## src/include/flash_spm_pkg.sv

```systemverilog
package flash_spm_pkg;
   // Clock and programming time
   localparam int CLK_MHZ = 250;
   localparam real PROG_MIN_MS = 3.7;
   localparam real PROG_MAX_MS = 4.5;
   // Least time rounds up, longest rounds down
   localparam int PROG_MIN_CYC = int'($ceil(PROG_MIN_MS * 1000.0 * CLK_MHZ));
   localparam int PROG_MAX_CYC = int'($floor(PROG_MAX_MS * 1000.0 * CLK_MHZ));
   // Instruction windows after a control write, in cycles
   localparam logic [2:0] SPM_WIN = 3'h4;
   localparam logic [2:0] LPM_WIN = 3'h3;
   // Register map (printed offset is an index; byte address is four times it)
   localparam int AXI_AW = 12;
   localparam logic [7:0] CTRL_IDX = 8'h37;
   localparam logic [AXI_AW-1:0] CTRL_ADDR = {2'h0, CTRL_IDX, 2'h0};
   localparam logic [7:0] CTRL_RST = 8'h00;
   // Control register fields
   localparam int BIT_IE = 7;
   localparam int BIT_SIG = 5;
   localparam int BIT_CLR = 4;
   localparam int BIT_LFR = 3;
   localparam int BIT_PW = 2;
   localparam int BIT_PE = 1;
   localparam int BIT_EN = 0;
   // Command patterns in bits 5:0
   localparam logic [5:0] CMD_LOAD = 6'h01;
   localparam logic [5:0] CMD_ERASE = 6'h03;
   localparam logic [5:0] CMD_WRITE = 6'h05;
   localparam logic [5:0] CMD_LFREAD = 6'h09;
   // Pointer values for lock and fuse reads
   localparam int PTR_W = 16;
   localparam logic [PTR_W-1:0] Z_FUSE_LOW = 16'h0000;
   localparam logic [PTR_W-1:0] Z_LOCK = 16'h0001;
   localparam logic [PTR_W-1:0] Z_FUSE_EXT = 16'h0002;
   localparam logic [PTR_W-1:0] Z_FUSE_HIGH = 16'h0003;
   localparam int WORD_W = 16;
   localparam int PAGE_WORDS = 32;
   localparam logic [WORD_W-1:0] ERASED_WORD = 16'hffff;
   localparam logic [1:0] RESP_OKAY = 2'h0;
   localparam logic [1:0] RESP_SLVERR = 2'h2;
   // Sequencer states, one-hot
   typedef enum logic [3:0] {
      ST_IDLE = 4'h1,
      ST_ARMED = 4'h2,
      ST_ERASE = 4'h4,
      ST_WRITE = 4'h8
   } seq_state_t;
endpackage : flash_spm_pkg

```

## src/hw/op_timer.sv

```systemverilog
`timescale 1ns/1ns
module op_timer #(
   parameter int CYCLES = 925000
) (
   input wire logic aclk,
   input wire logic aresetn,
   input wire logic start,
   output logic busy,
   output logic done
);
   localparam int CW = $clog2(CYCLES + 1);
   typedef struct packed {
      logic busy;
      logic done;
      logic [CW-1:0] cnt;
   } tmr_t;
   tmr_t s_r, s_nxt;

   // Count down; done is a single-cycle pulse at the end
   always_comb begin
      s_nxt = s_r;
      s_nxt.done = 1'b0;
      if (start && !s_r.busy) begin
         s_nxt.busy = 1'b1;
         s_nxt.cnt = CW'(CYCLES - 1);
      end else if (s_r.busy) begin
         if (s_r.cnt == '0) begin
            s_nxt.busy = 1'b0;
            s_nxt.done = 1'b1;
         end else begin
            s_nxt.cnt = s_r.cnt - CW'(1);
         end
      end
   end

   always_ff @(posedge aclk) begin
      if (!aresetn) begin
         s_r <= '0;
      end else begin
         s_r <= s_nxt;
      end
   end

   assign busy = s_r.busy;
   assign done = s_r.done;
endmodule : op_timer

```

## src/hw/page_buf.sv

```systemverilog
`timescale 1ns/1ns
module page_buf #(
   parameter int WORDS = 32,
   parameter int W = 16
) (
   input wire logic aclk,
   input wire logic aresetn,
   input wire logic wr,
   input wire logic [$clog2(WORDS)-1:0] wr_idx,
   input wire logic [W-1:0] wr_data,
   input wire logic clr,
   input wire logic [$clog2(WORDS)-1:0] rd_idx,
   output logic [W-1:0] rd_word,
   output logic any_loaded
);
   import flash_spm_pkg::*;
   typedef struct packed {
      logic [WORDS-1:0][W-1:0] mem;
      logic [WORDS-1:0] loaded;
      logic [W-1:0] rd_word;
   } buf_t;
   buf_t s_r, s_nxt;

   // Unloaded slots read as erased flash so a partial page programs cleanly
   always_comb begin
      s_nxt = s_r;
      s_nxt.rd_word = s_r.loaded[rd_idx] ? s_r.mem[rd_idx] : ERASED_WORD;
      if (clr) begin
         s_nxt.loaded = '0;
      end
      // A load in the clearing cycle survives, so the set wins
      if (wr && (clr || !s_r.loaded[wr_idx])) begin
         // A second write to a filled slot is dropped
         s_nxt.mem[wr_idx] = wr_data;
         s_nxt.loaded[wr_idx] = 1'b1;
      end
   end

   // Reset empties the buffer
   always_ff @(posedge aclk) begin
      if (!aresetn) begin
         s_r <= '0;
      end else begin
         s_r <= s_nxt;
      end
   end

   assign rd_word = s_r.rd_word;
   assign any_loaded = |s_r.loaded;
endmodule : page_buf

```

## src/hw/flash_self_program_sequencer.sv

```systemverilog
`timescale 1ns/1ns
module flash_self_program_sequencer
   import flash_spm_pkg::*;
#(
   parameter int PROG_CYCLES = flash_spm_pkg::PROG_MIN_CYC,
   parameter int PAGE_WORDS = flash_spm_pkg::PAGE_WORDS
) (
   input wire logic aclk,
   input wire logic aresetn,
   input wire logic [flash_spm_pkg::AXI_AW-1:0] awaddr,
   input wire logic awvalid,
   output logic awready,
   input wire logic [31:0] wdata,
   input wire logic [3:0] wstrb,
   input wire logic wvalid,
   output logic wready,
   output logic [1:0] bresp,
   output logic bvalid,
   input wire logic bready,
   input wire logic [flash_spm_pkg::AXI_AW-1:0] araddr,
   input wire logic arvalid,
   output logic arready,
   output logic [31:0] rdata,
   output logic [1:0] rresp,
   output logic rvalid,
   input wire logic rready,
   input wire logic spm_stb,
   input wire logic lpm_stb,
   input wire logic [flash_spm_pkg::PTR_W-1:0] z_ptr,
   input wire logic [flash_spm_pkg::WORD_W-1:0] word_data_pair,
   input wire logic gie,
   input wire logic eeprom_write_busy_bit,
   input wire logic [7:0] fuse_low_prog,
   input wire logic [7:0] fuse_high_prog,
   input wire logic [7:0] fuse_ext_prog,
   input wire logic [7:0] lock_prog,
   output logic cpu_stall,
   output logic [7:0] lpm_data,
   output logic lpm_valid,
   output logic prog_ready_irq,
   output logic [flash_spm_pkg::PTR_W-1:0] flash_rd_addr,
   input wire logic [flash_spm_pkg::WORD_W-1:0] flash_rd_word,
   output logic flash_erase,
   output logic flash_write,
   output logic [flash_spm_pkg::PTR_W-1:0] flash_page,
   output logic flash_wr_stb,
   output logic [$clog2(PAGE_WORDS)-1:0] flash_wr_idx,
   output logic [flash_spm_pkg::WORD_W-1:0] flash_wr_word
);
   import flash_spm_pkg::*;
   localparam int WB = $clog2(PAGE_WORDS);

   typedef struct packed {
      seq_state_t st;
      logic [7:0] ctrl;
      logic [2:0] elapsed;
      logic [PTR_W-1:0] page;
      logic streaming;
      logic [WB-1:0] sidx;
      logic flash_erase;
      logic flash_write;
      logic flash_wr_stb;
      logic [WB-1:0] flash_wr_idx;
      logic cpu_stall;
      logic lpm_pend;
      logic lpm_hi;
      logic lpm_valid;
      logic [7:0] lpm_data;
      logic [PTR_W-1:0] rd_addr;
      logic irq;
      logic aw_rdy;
      logic aw_got;
      logic [AXI_AW-1:0] awaddr;
      logic w_rdy;
      logic w_got;
      logic [31:0] wdata;
      logic [3:0] wstrb;
      logic bvalid;
      logic [1:0] bresp;
      logic ar_rdy;
      logic rvalid;
      logic [31:0] rdata;
      logic [1:0] rresp;
   } state_t;

   localparam state_t S_RST = '{st: ST_IDLE, ctrl: CTRL_RST, default: '0};

   state_t s_r, s_nxt;
   logic buf_wr, buf_clr, tmr_start, tmr_done, buf_any;
   logic lf_armed;

   // Page field only; word bits and byte bit forced to zero
   function automatic logic [PTR_W-1:0] page_base(input logic [PTR_W-1:0] z);
      page_base = z & ~((PTR_W'(1) << (WB + 1)) - PTR_W'(1));
   endfunction : page_base

   // Lock and fuse bytes; programmed bits read back as zero
   function automatic logic [7:0] fuse_sel(input logic [PTR_W-1:0] z);
      case (z)
         Z_FUSE_LOW: fuse_sel = ~fuse_low_prog;
         Z_LOCK: fuse_sel = ~lock_prog;
         Z_FUSE_EXT: fuse_sel = ~fuse_ext_prog;
         Z_FUSE_HIGH: fuse_sel = ~fuse_high_prog;
         default: fuse_sel = 8'hff;
      endcase
   endfunction : fuse_sel

   // Shared programming timer for erase and write
   op_timer #(.CYCLES(PROG_CYCLES)) u_timer (
      .aclk(aclk),
      .aresetn(aresetn),
      .start(tmr_start),
      .busy(),
      .done(tmr_done)
   );

   // Temporary page buffer, read back one slot per cycle during a write
   page_buf #(.WORDS(PAGE_WORDS), .W(WORD_W)) u_buf (
      .aclk(aclk),
      .aresetn(aresetn),
      .wr(buf_wr),
      .wr_idx(z_ptr[WB:1]),
      .wr_data(word_data_pair),
      .clr(buf_clr),
      .rd_idx(s_r.sidx),
      .rd_word(flash_wr_word),
      .any_loaded(buf_any)
   );

   assign lf_armed = (s_r.st == ST_ARMED) && (s_r.ctrl[5:0] == CMD_LFREAD);

   // Bus slave, timed sequence and operation control
   always_comb begin
      s_nxt = s_r;
      buf_wr = 1'b0;
      buf_clr = 1'b0;
      tmr_start = 1'b0;
      s_nxt.lpm_valid = 1'b0;
      s_nxt.flash_wr_stb = 1'b0;
      s_nxt.lpm_pend = 1'b0;
      if (s_r.aw_rdy && awvalid) begin
         s_nxt.aw_got = 1'b1;
         s_nxt.awaddr = awaddr;
      end
      if (s_r.w_rdy && wvalid) begin
         s_nxt.w_got = 1'b1;
         s_nxt.wdata = wdata;
         s_nxt.wstrb = wstrb;
      end
      if (s_r.bvalid && bready) begin
         s_nxt.bvalid = 1'b0;
      end
      if (s_r.rvalid && rready) begin
         s_nxt.rvalid = 1'b0;
      end
      if (s_r.ar_rdy && arvalid) begin
         s_nxt.rvalid = 1'b1;
         if (araddr == CTRL_ADDR) begin
            s_nxt.rdata = {24'h0, s_r.ctrl};
            s_nxt.rresp = RESP_OKAY;
         end else begin
            s_nxt.rdata = 32'h0;
            s_nxt.rresp = RESP_SLVERR;
         end
      end
      // Timed window; the store is taken from any address
      case (s_r.st)
         ST_ARMED: begin
            s_nxt.elapsed = s_r.elapsed + 3'h1;
            if (spm_stb && s_r.elapsed < SPM_WIN) begin
               case (s_r.ctrl[5:0])
                  CMD_LOAD: begin
                     buf_wr = 1'b1;
                     s_nxt.ctrl[5:0] = 6'h0;
                     s_nxt.st = ST_IDLE;
                  end
                  CMD_ERASE: begin
                     s_nxt.page = page_base(z_ptr);
                     s_nxt.st = ST_ERASE;
                     s_nxt.flash_erase = 1'b1;
                     s_nxt.cpu_stall = 1'b1;
                     tmr_start = 1'b1;
                  end
                  CMD_WRITE: begin
                     s_nxt.page = page_base(z_ptr);
                     s_nxt.st = ST_WRITE;
                     s_nxt.flash_write = 1'b1;
                     s_nxt.cpu_stall = 1'b1;
                     s_nxt.streaming = 1'b1;
                     s_nxt.sidx = '0;
                     tmr_start = 1'b1;
                  end
                  default: begin
                     // Store during a read or clear sequence does nothing
                     s_nxt.ctrl[5:0] = 6'h0;
                     s_nxt.st = ST_IDLE;
                  end
               endcase
            end else if (lpm_stb && lf_armed && s_r.elapsed < LPM_WIN) begin
               s_nxt.lpm_valid = 1'b1;
               s_nxt.lpm_data = fuse_sel(z_ptr);
               s_nxt.ctrl[5:0] = 6'h0;
               s_nxt.st = ST_IDLE;
            end else if (s_r.elapsed == (lf_armed ? LPM_WIN - 3'h1 : SPM_WIN - 3'h1)) begin
               s_nxt.ctrl[5:0] = 6'h0;
               s_nxt.st = ST_IDLE;
            end
         end
         ST_ERASE, ST_WRITE: begin
            if (s_r.streaming) begin
               s_nxt.flash_wr_stb = 1'b1;
               s_nxt.flash_wr_idx = s_r.sidx;
               s_nxt.sidx = s_r.sidx + WB'(1);
               if (s_r.sidx == WB'(PAGE_WORDS - 1)) begin
                  s_nxt.streaming = 1'b0;
               end
            end
            // Enable bit held until the timer ends, so software can poll it
            if (tmr_done) begin
               s_nxt.st = ST_IDLE;
               s_nxt.ctrl[5:0] = 6'h0;
               s_nxt.cpu_stall = 1'b0;
               s_nxt.flash_erase = 1'b0;
               s_nxt.flash_write = 1'b0;
               if (s_r.st == ST_WRITE) begin
                  buf_clr = 1'b1;
               end
            end
         end
         default: begin
         end
      endcase
      // Ordinary byte read of flash when no lock or fuse read is armed
      if (lpm_stb && !lf_armed && !s_r.cpu_stall) begin
         s_nxt.rd_addr = z_ptr;
         s_nxt.lpm_pend = 1'b1;
         s_nxt.lpm_hi = z_ptr[0];
      end
      if (s_r.lpm_pend) begin
         s_nxt.lpm_valid = 1'b1;
         s_nxt.lpm_data = s_r.lpm_hi ? flash_rd_word[15:8] : flash_rd_word[7:0];
      end
      // Register write; commands refused while EEPROM busy or operation running
      if (s_r.aw_got && s_r.w_got && !s_r.bvalid) begin
         s_nxt.bvalid = 1'b1;
         s_nxt.aw_got = 1'b0;
         s_nxt.w_got = 1'b0;
         s_nxt.bresp = (s_r.awaddr == CTRL_ADDR) ? RESP_OKAY : RESP_SLVERR;
         if (s_r.awaddr == CTRL_ADDR && s_r.wstrb[0]) begin
            s_nxt.ctrl[BIT_IE] = s_r.wdata[BIT_IE];
            if (!eeprom_write_busy_bit && s_r.wdata[BIT_EN] &&
                (s_nxt.st == ST_IDLE || s_nxt.st == ST_ARMED)) begin
               s_nxt.ctrl[5:0] = s_r.wdata[5:0];
               s_nxt.st = ST_ARMED;
               s_nxt.elapsed = 3'h0;
               if (s_r.wdata[BIT_CLR]) begin
                  buf_clr = 1'b1;
               end
            end
         end
      end
      // EEPROM write loses partially loaded data
      if (eeprom_write_busy_bit && buf_any && s_r.st != ST_WRITE) begin
         buf_clr = 1'b1;
      end
      s_nxt.irq = s_nxt.ctrl[BIT_IE] && gie && !s_nxt.ctrl[BIT_EN] &&
                  !eeprom_write_busy_bit && !s_nxt.cpu_stall;
      s_nxt.aw_rdy = !s_nxt.aw_got;
      s_nxt.w_rdy = !s_nxt.w_got;
      s_nxt.ar_rdy = !s_nxt.rvalid;
   end

   always_ff @(posedge aclk) begin
      if (!aresetn) begin
         s_r <= S_RST;
      end else begin
         s_r <= s_nxt;
      end
   end

   // Outputs straight from the state register
   assign awready = s_r.aw_rdy;
   assign wready = s_r.w_rdy;
   assign bresp = s_r.bresp;
   assign bvalid = s_r.bvalid;
   assign arready = s_r.ar_rdy;
   assign rdata = s_r.rdata;
   assign rresp = s_r.rresp;
   assign rvalid = s_r.rvalid;
   assign cpu_stall = s_r.cpu_stall;
   assign lpm_data = s_r.lpm_data;
   assign lpm_valid = s_r.lpm_valid;
   assign prog_ready_irq = s_r.irq;
   assign flash_rd_addr = s_r.rd_addr;
   assign flash_erase = s_r.flash_erase;
   assign flash_write = s_r.flash_write;
   assign flash_page = s_r.page;
   assign flash_wr_stb = s_r.flash_wr_stb;
   assign flash_wr_idx = s_r.flash_wr_idx;
endmodule : flash_self_program_sequencer

```

## config.mk

```make
export PLATFORM = sky130hd
export DESIGN_NAME = flash_self_program_sequencer
export DESIGN_NICKNAME = d
export VERILOG_FILES = /design/src/include/flash_spm_pkg.sv /design/src/hw/op_timer.sv /design/src/hw/page_buf.sv /design/src/hw/flash_self_program_sequencer.sv
export SDC_FILE = /design/constraint.sdc
export NUM_CORES = 2
export LEC_CHECK = 0
export BUFFER_PORTS_ARGS = -buffer_cell sky130_fd_sc_hd__buf_2
export CORE_MARGIN = 2
export CORE_UTILIZATION = 30
export DETAILED_ROUTE_END_ITERATION = 16
export HOLD_SLACK_MARGIN = 0.1
export PLACE_DENSITY = 0.53
export SETUP_SLACK_MARGIN = 0.4
export SYNTH_ARGS = -nofsm -noshare
export SYNTH_HDL_FRONTEND = slang
export SYNTH_SLANG_ARGS = --single-unit
```

## constraint.sdc

```tcl
create_clock -name aclk -period 3.5 [get_ports aclk]
set_clock_uncertainty 0.1 [all_clocks]
set_input_delay 0.7 -clock aclk [delete_from_list [all_inputs] [get_ports aclk]]
set_output_delay 0.7 -clock aclk [all_outputs]
set_load 0.02 [all_outputs]
```

==> summary.md <==
| Metric | Value |
|---|---|
| DRT iter0 DRCs | `~1400` |
| CTS sink count | `684` |
| Max Cap Viol | `0` |
| Core area | `roughly 100000 µm²` |
| Via count | `between 20000 and 25000` |
| Antenna cells | `0` |
| Hold WS | `between 0.2 and 0.25 ns` |
| CP Class | `flop to flop` |
| Drt total wl | `87.5 mm` |
| Clock root cell | `clkbuf_16` |
| Seq/Total Area, Yosys | `0.440` |
| Detailed placer's ending HPWL | `56.3 mm` |
| Synth Area in Simple Gates | `0.141` |
| Number of synthesized register bits | `684` |
| Largest family of logic cells by synthesized area | `multiplexers` |
| Worst EP arrival | `3.43 ns` |
| RePlAce Congestion | `between 0.8 and 0.9` |
| Most frequent cells in the layout | `680 x dfxtp_1, 657 x nand2_1, 556 x mux2i_1` |
| Fillers | `slightly above 10000` |
| XOR/XNOR Fraction of Synth Area | `0.00647` |
| VDD IR max | `around 0.37 mV` |
| Most used cell, CP | `buf_12` |
| Initial core utilization | `0.302` |
| Post-synth EDFFs | `0` |
| Die footprint | `106000 µm²` |
| Setup Viol. Count Final | `0` |
| Relative slew margins | `0.338` |
| Synth cell types | `a little over 70` |
| Initial antenna violation count | `0` |
| # H-tree levels | `3` |
| TritonCTS Buffers | `75` |
| CTS tree | `yes` |
| Drt pass-1 iters | `5` |
| DRC errors left | `0` |
| Seq. cell area | `roughly 14000 µm²` |
| Most used flip-flop cell after synthesis | `dfxtp_1` |
| Syn Std Cell Area | `a little over 30000 µm²` |
| Die height | `~330 µm` |
| I/O Pins | `approximately 260` |
| Critical path buffer and inverter count | `3` |
| Total congestion overflow | `0` |
| Highest clock rate | `about 0.33 GHz` |
| Yosys warns | `0` |
| Fin. Hold Viols | `0` |
| WL/cell | `approximately 20 µm` |
| Share of post-route cells with drive strength above 1 | `0.225` |
| Port bufs | `between 150 and 200` |
| Ys async rst share | `0` |
| Fin crit share | `0.867` |
| Worst path required time | `3.89 ns` |
| Critical path cell sequence | `or4b_4 -> nor4_4 -> nand4_2 -> or3_4 -> o2111ai_4 -> buf_12 -> buf_12 -> nand4_4 -> buf_12 -> mux2i_1` |
| Synthesized instance count | `~2900` |
| DR vias/cell | `between 4 and 5` |
| Mux cell area share after synthesis | `0.300` |
| CP max-delay cell | `or4b_4` |
| Mean post-synth cell area | `between 10 and 15 µm²` |
| Compound-Gate Fraction of Synth Area | `0.0456` |
| CP max FO | `12` |
| Worst skew pair latency | `0.64 ns` |
| Top cell family by delay on the critical path | `simple AND/OR/NAND/NOR gates` |
| HP Class | `input pin to flop` |
| Vias in the first global route | `roughly 22000` |
| Area of the multi-input gates | `roughly 16000 µm²` |
| Area grow syn2layout | `17.1%` |
| Width of the die | `326 µm` |
| CP endpoint kind | `flop` |
| Largest net degree at the start of global routing | `85` |
| RSZ-0062 raised after global routing | `no` |
| Crit start category | `flop` |
| Status | `completed` |
| PD cells | `around 460 nW/µm²` |
| Clock transition at path regs | `around 0.060 ns` |
| Post-route antenna net violation count | `0` |
| First-pass GRT wire length | `133 mm` |
| Clock buffer depth | `3` |
| Static leakage | `approximately 17 nW` |
| Max Slew Vio Count | `0` |
| Setup TNS | `0 ns` |
| Final Critical Period | `between 3 and 4 ns` |
| Hold Buf Count CTS | `0` |
| Tot GR Track Use | `0.162` |
| # nets final | `around 3200` |
| Rows | `118` |
| Critical path's largest stage delay | `0.55 ns` |
| Most common cell after layout, fill and taps aside | `dfxtp_1` |
| Worst-Margin Slew | `0.992 ns` |
| Post-synthesis adder-cell area fraction | `0.00201` |
-- power by group --
| part | switching, mW | internal, mW |
|---|---|---|
| logic | 0.535 | 0.231 |
| clock network | 3.41 | 4.76 |
| registers | 0.0290 | 7.83 |
| total | 3.98 | 12.8 |
-- worst paths after layout --
check | start | end | slack (ns) | cells after the start
max | s_r[88] | u_buf.s_r[136] | 0.46 | 10
min | awaddr[0] | s_r[77] | 0.20 | 3
min reg2reg | flash_rd_addr[6] | flash_rd_addr[6] | 0.35 | 2
max reg2reg | s_r[88] | u_buf.s_r[136] | 0.46 | 10
-- stage by stage --
| step | instance area, µm² | std cells | total power [mW] | worst slack (ns) | util |
|---|---|---|---|---|---|
| 2_1_floorplan | 31300 | 2946 | 8.55 | 0.444 | - |
| 3_3_place_gp | 33800 | 4317 | 8.78 | 0.0837 | 0.328 |
| 3_5_place_dp | 33800 | 4317 | 8.78 | 0.0737 | 0.328 |
| 4_1_cts | 36400 | 4453 | 17.0 | 0.389 | 0.352 |
| 5_1_grt | 36500 | 4460 | 17.4 | 0.399 | 0.353 |
| 6_report | 36500 | 4460 | 16.8 | 0.464 | 0.353 |
-- worst register-to-register path, cell delays in order, from the launching register on --
cell	delay, ns
dfxtp_1	0.31
or4b_4	0.55
nor4_4	0.21
nand4_2	0.19
or3_4	0.40
o2111ai_4	0.23
buf_12	0.16
buf_12	0.18
nand4_4	0.21
buf_12	0.24
mux2i_1	0.13
-- cells by family after synthesis --
kind of cell,after synthesis
muxes,724
DFF,684
adders and majority gates,5
xor gates and xnor gates,23
buffers and inverters,357
other,1
and+or+nand+nor,922
AOI/OAI and AO/OA,198
-- layer usage --
layer  track usage  routed length (µm)  vias up
met4        0.0502                2440        0
li1              -                   -    10344
met2         0.251               38900      512
met5             0                   0        -
met3        0.0278                3900      133
met1         0.228               42300    10797
-- cell type report --
type | count | area share
clock buffers | 107 | 0.0589
inverters | 14 | 0.00151
flip-flops and latches | 684 | 0.376
repair buffers | 341 | 0.0786
multi-input cells | 1905 | 0.428
well taps | 1380 | 0.0473
clock inverters | 29 | 0.0104
-- synthesized netlist by cell type, drive strengths merged (4+ instances only) --
cell type  count  area, µm²
and3           6       37.5
nor3          19        105
mux2i        556       5570
mux4         167       3760
or3            5       36.3
buf          174       1340
a211oi        19        143
nand2        657       2470
xor2           9       78.8
inv           13       48.8
a21boi         6       45.0
nor3b         10       90.1
dfxtp        684      13700
xnor2         14        123
a22oi         14        105
and2          20        125
o2bb2ai        4       35.0
o21a           8       60.1
o21ai          8       40.0
o221ai        10       87.6
a2bb2o        28        280
a21oi         73        365
nor2          83        314
nor4          18        128
or2            6       37.5
nand4b         4       35.0
nand2b         7       43.8
nor2b          7       43.8
ha             5       62.6
clkbuf       169        634
nand3         27        135
nand4         42        702
o211a          7       70.1
-- timing repair --
item	in CTS	in global routing
resized for setup	2	5
cloned	0	3
endpoints found under the setup margin	10	286
pin swaps	0	4
setup buffers	0	4
-- flip-flops by register name, indices dropped and copies added (netlist names), 5 cells and up --
register,cells
u_timer.s_r,20
u_buf.s_r,544
u_buf.rd_word,16
rdata,7
flash_rd_addr,16
lpm_data,8
flash_page,10
flash_wr_idx,5
s_r,43
No activity file was read; power rests on OpenSTA's default activity.
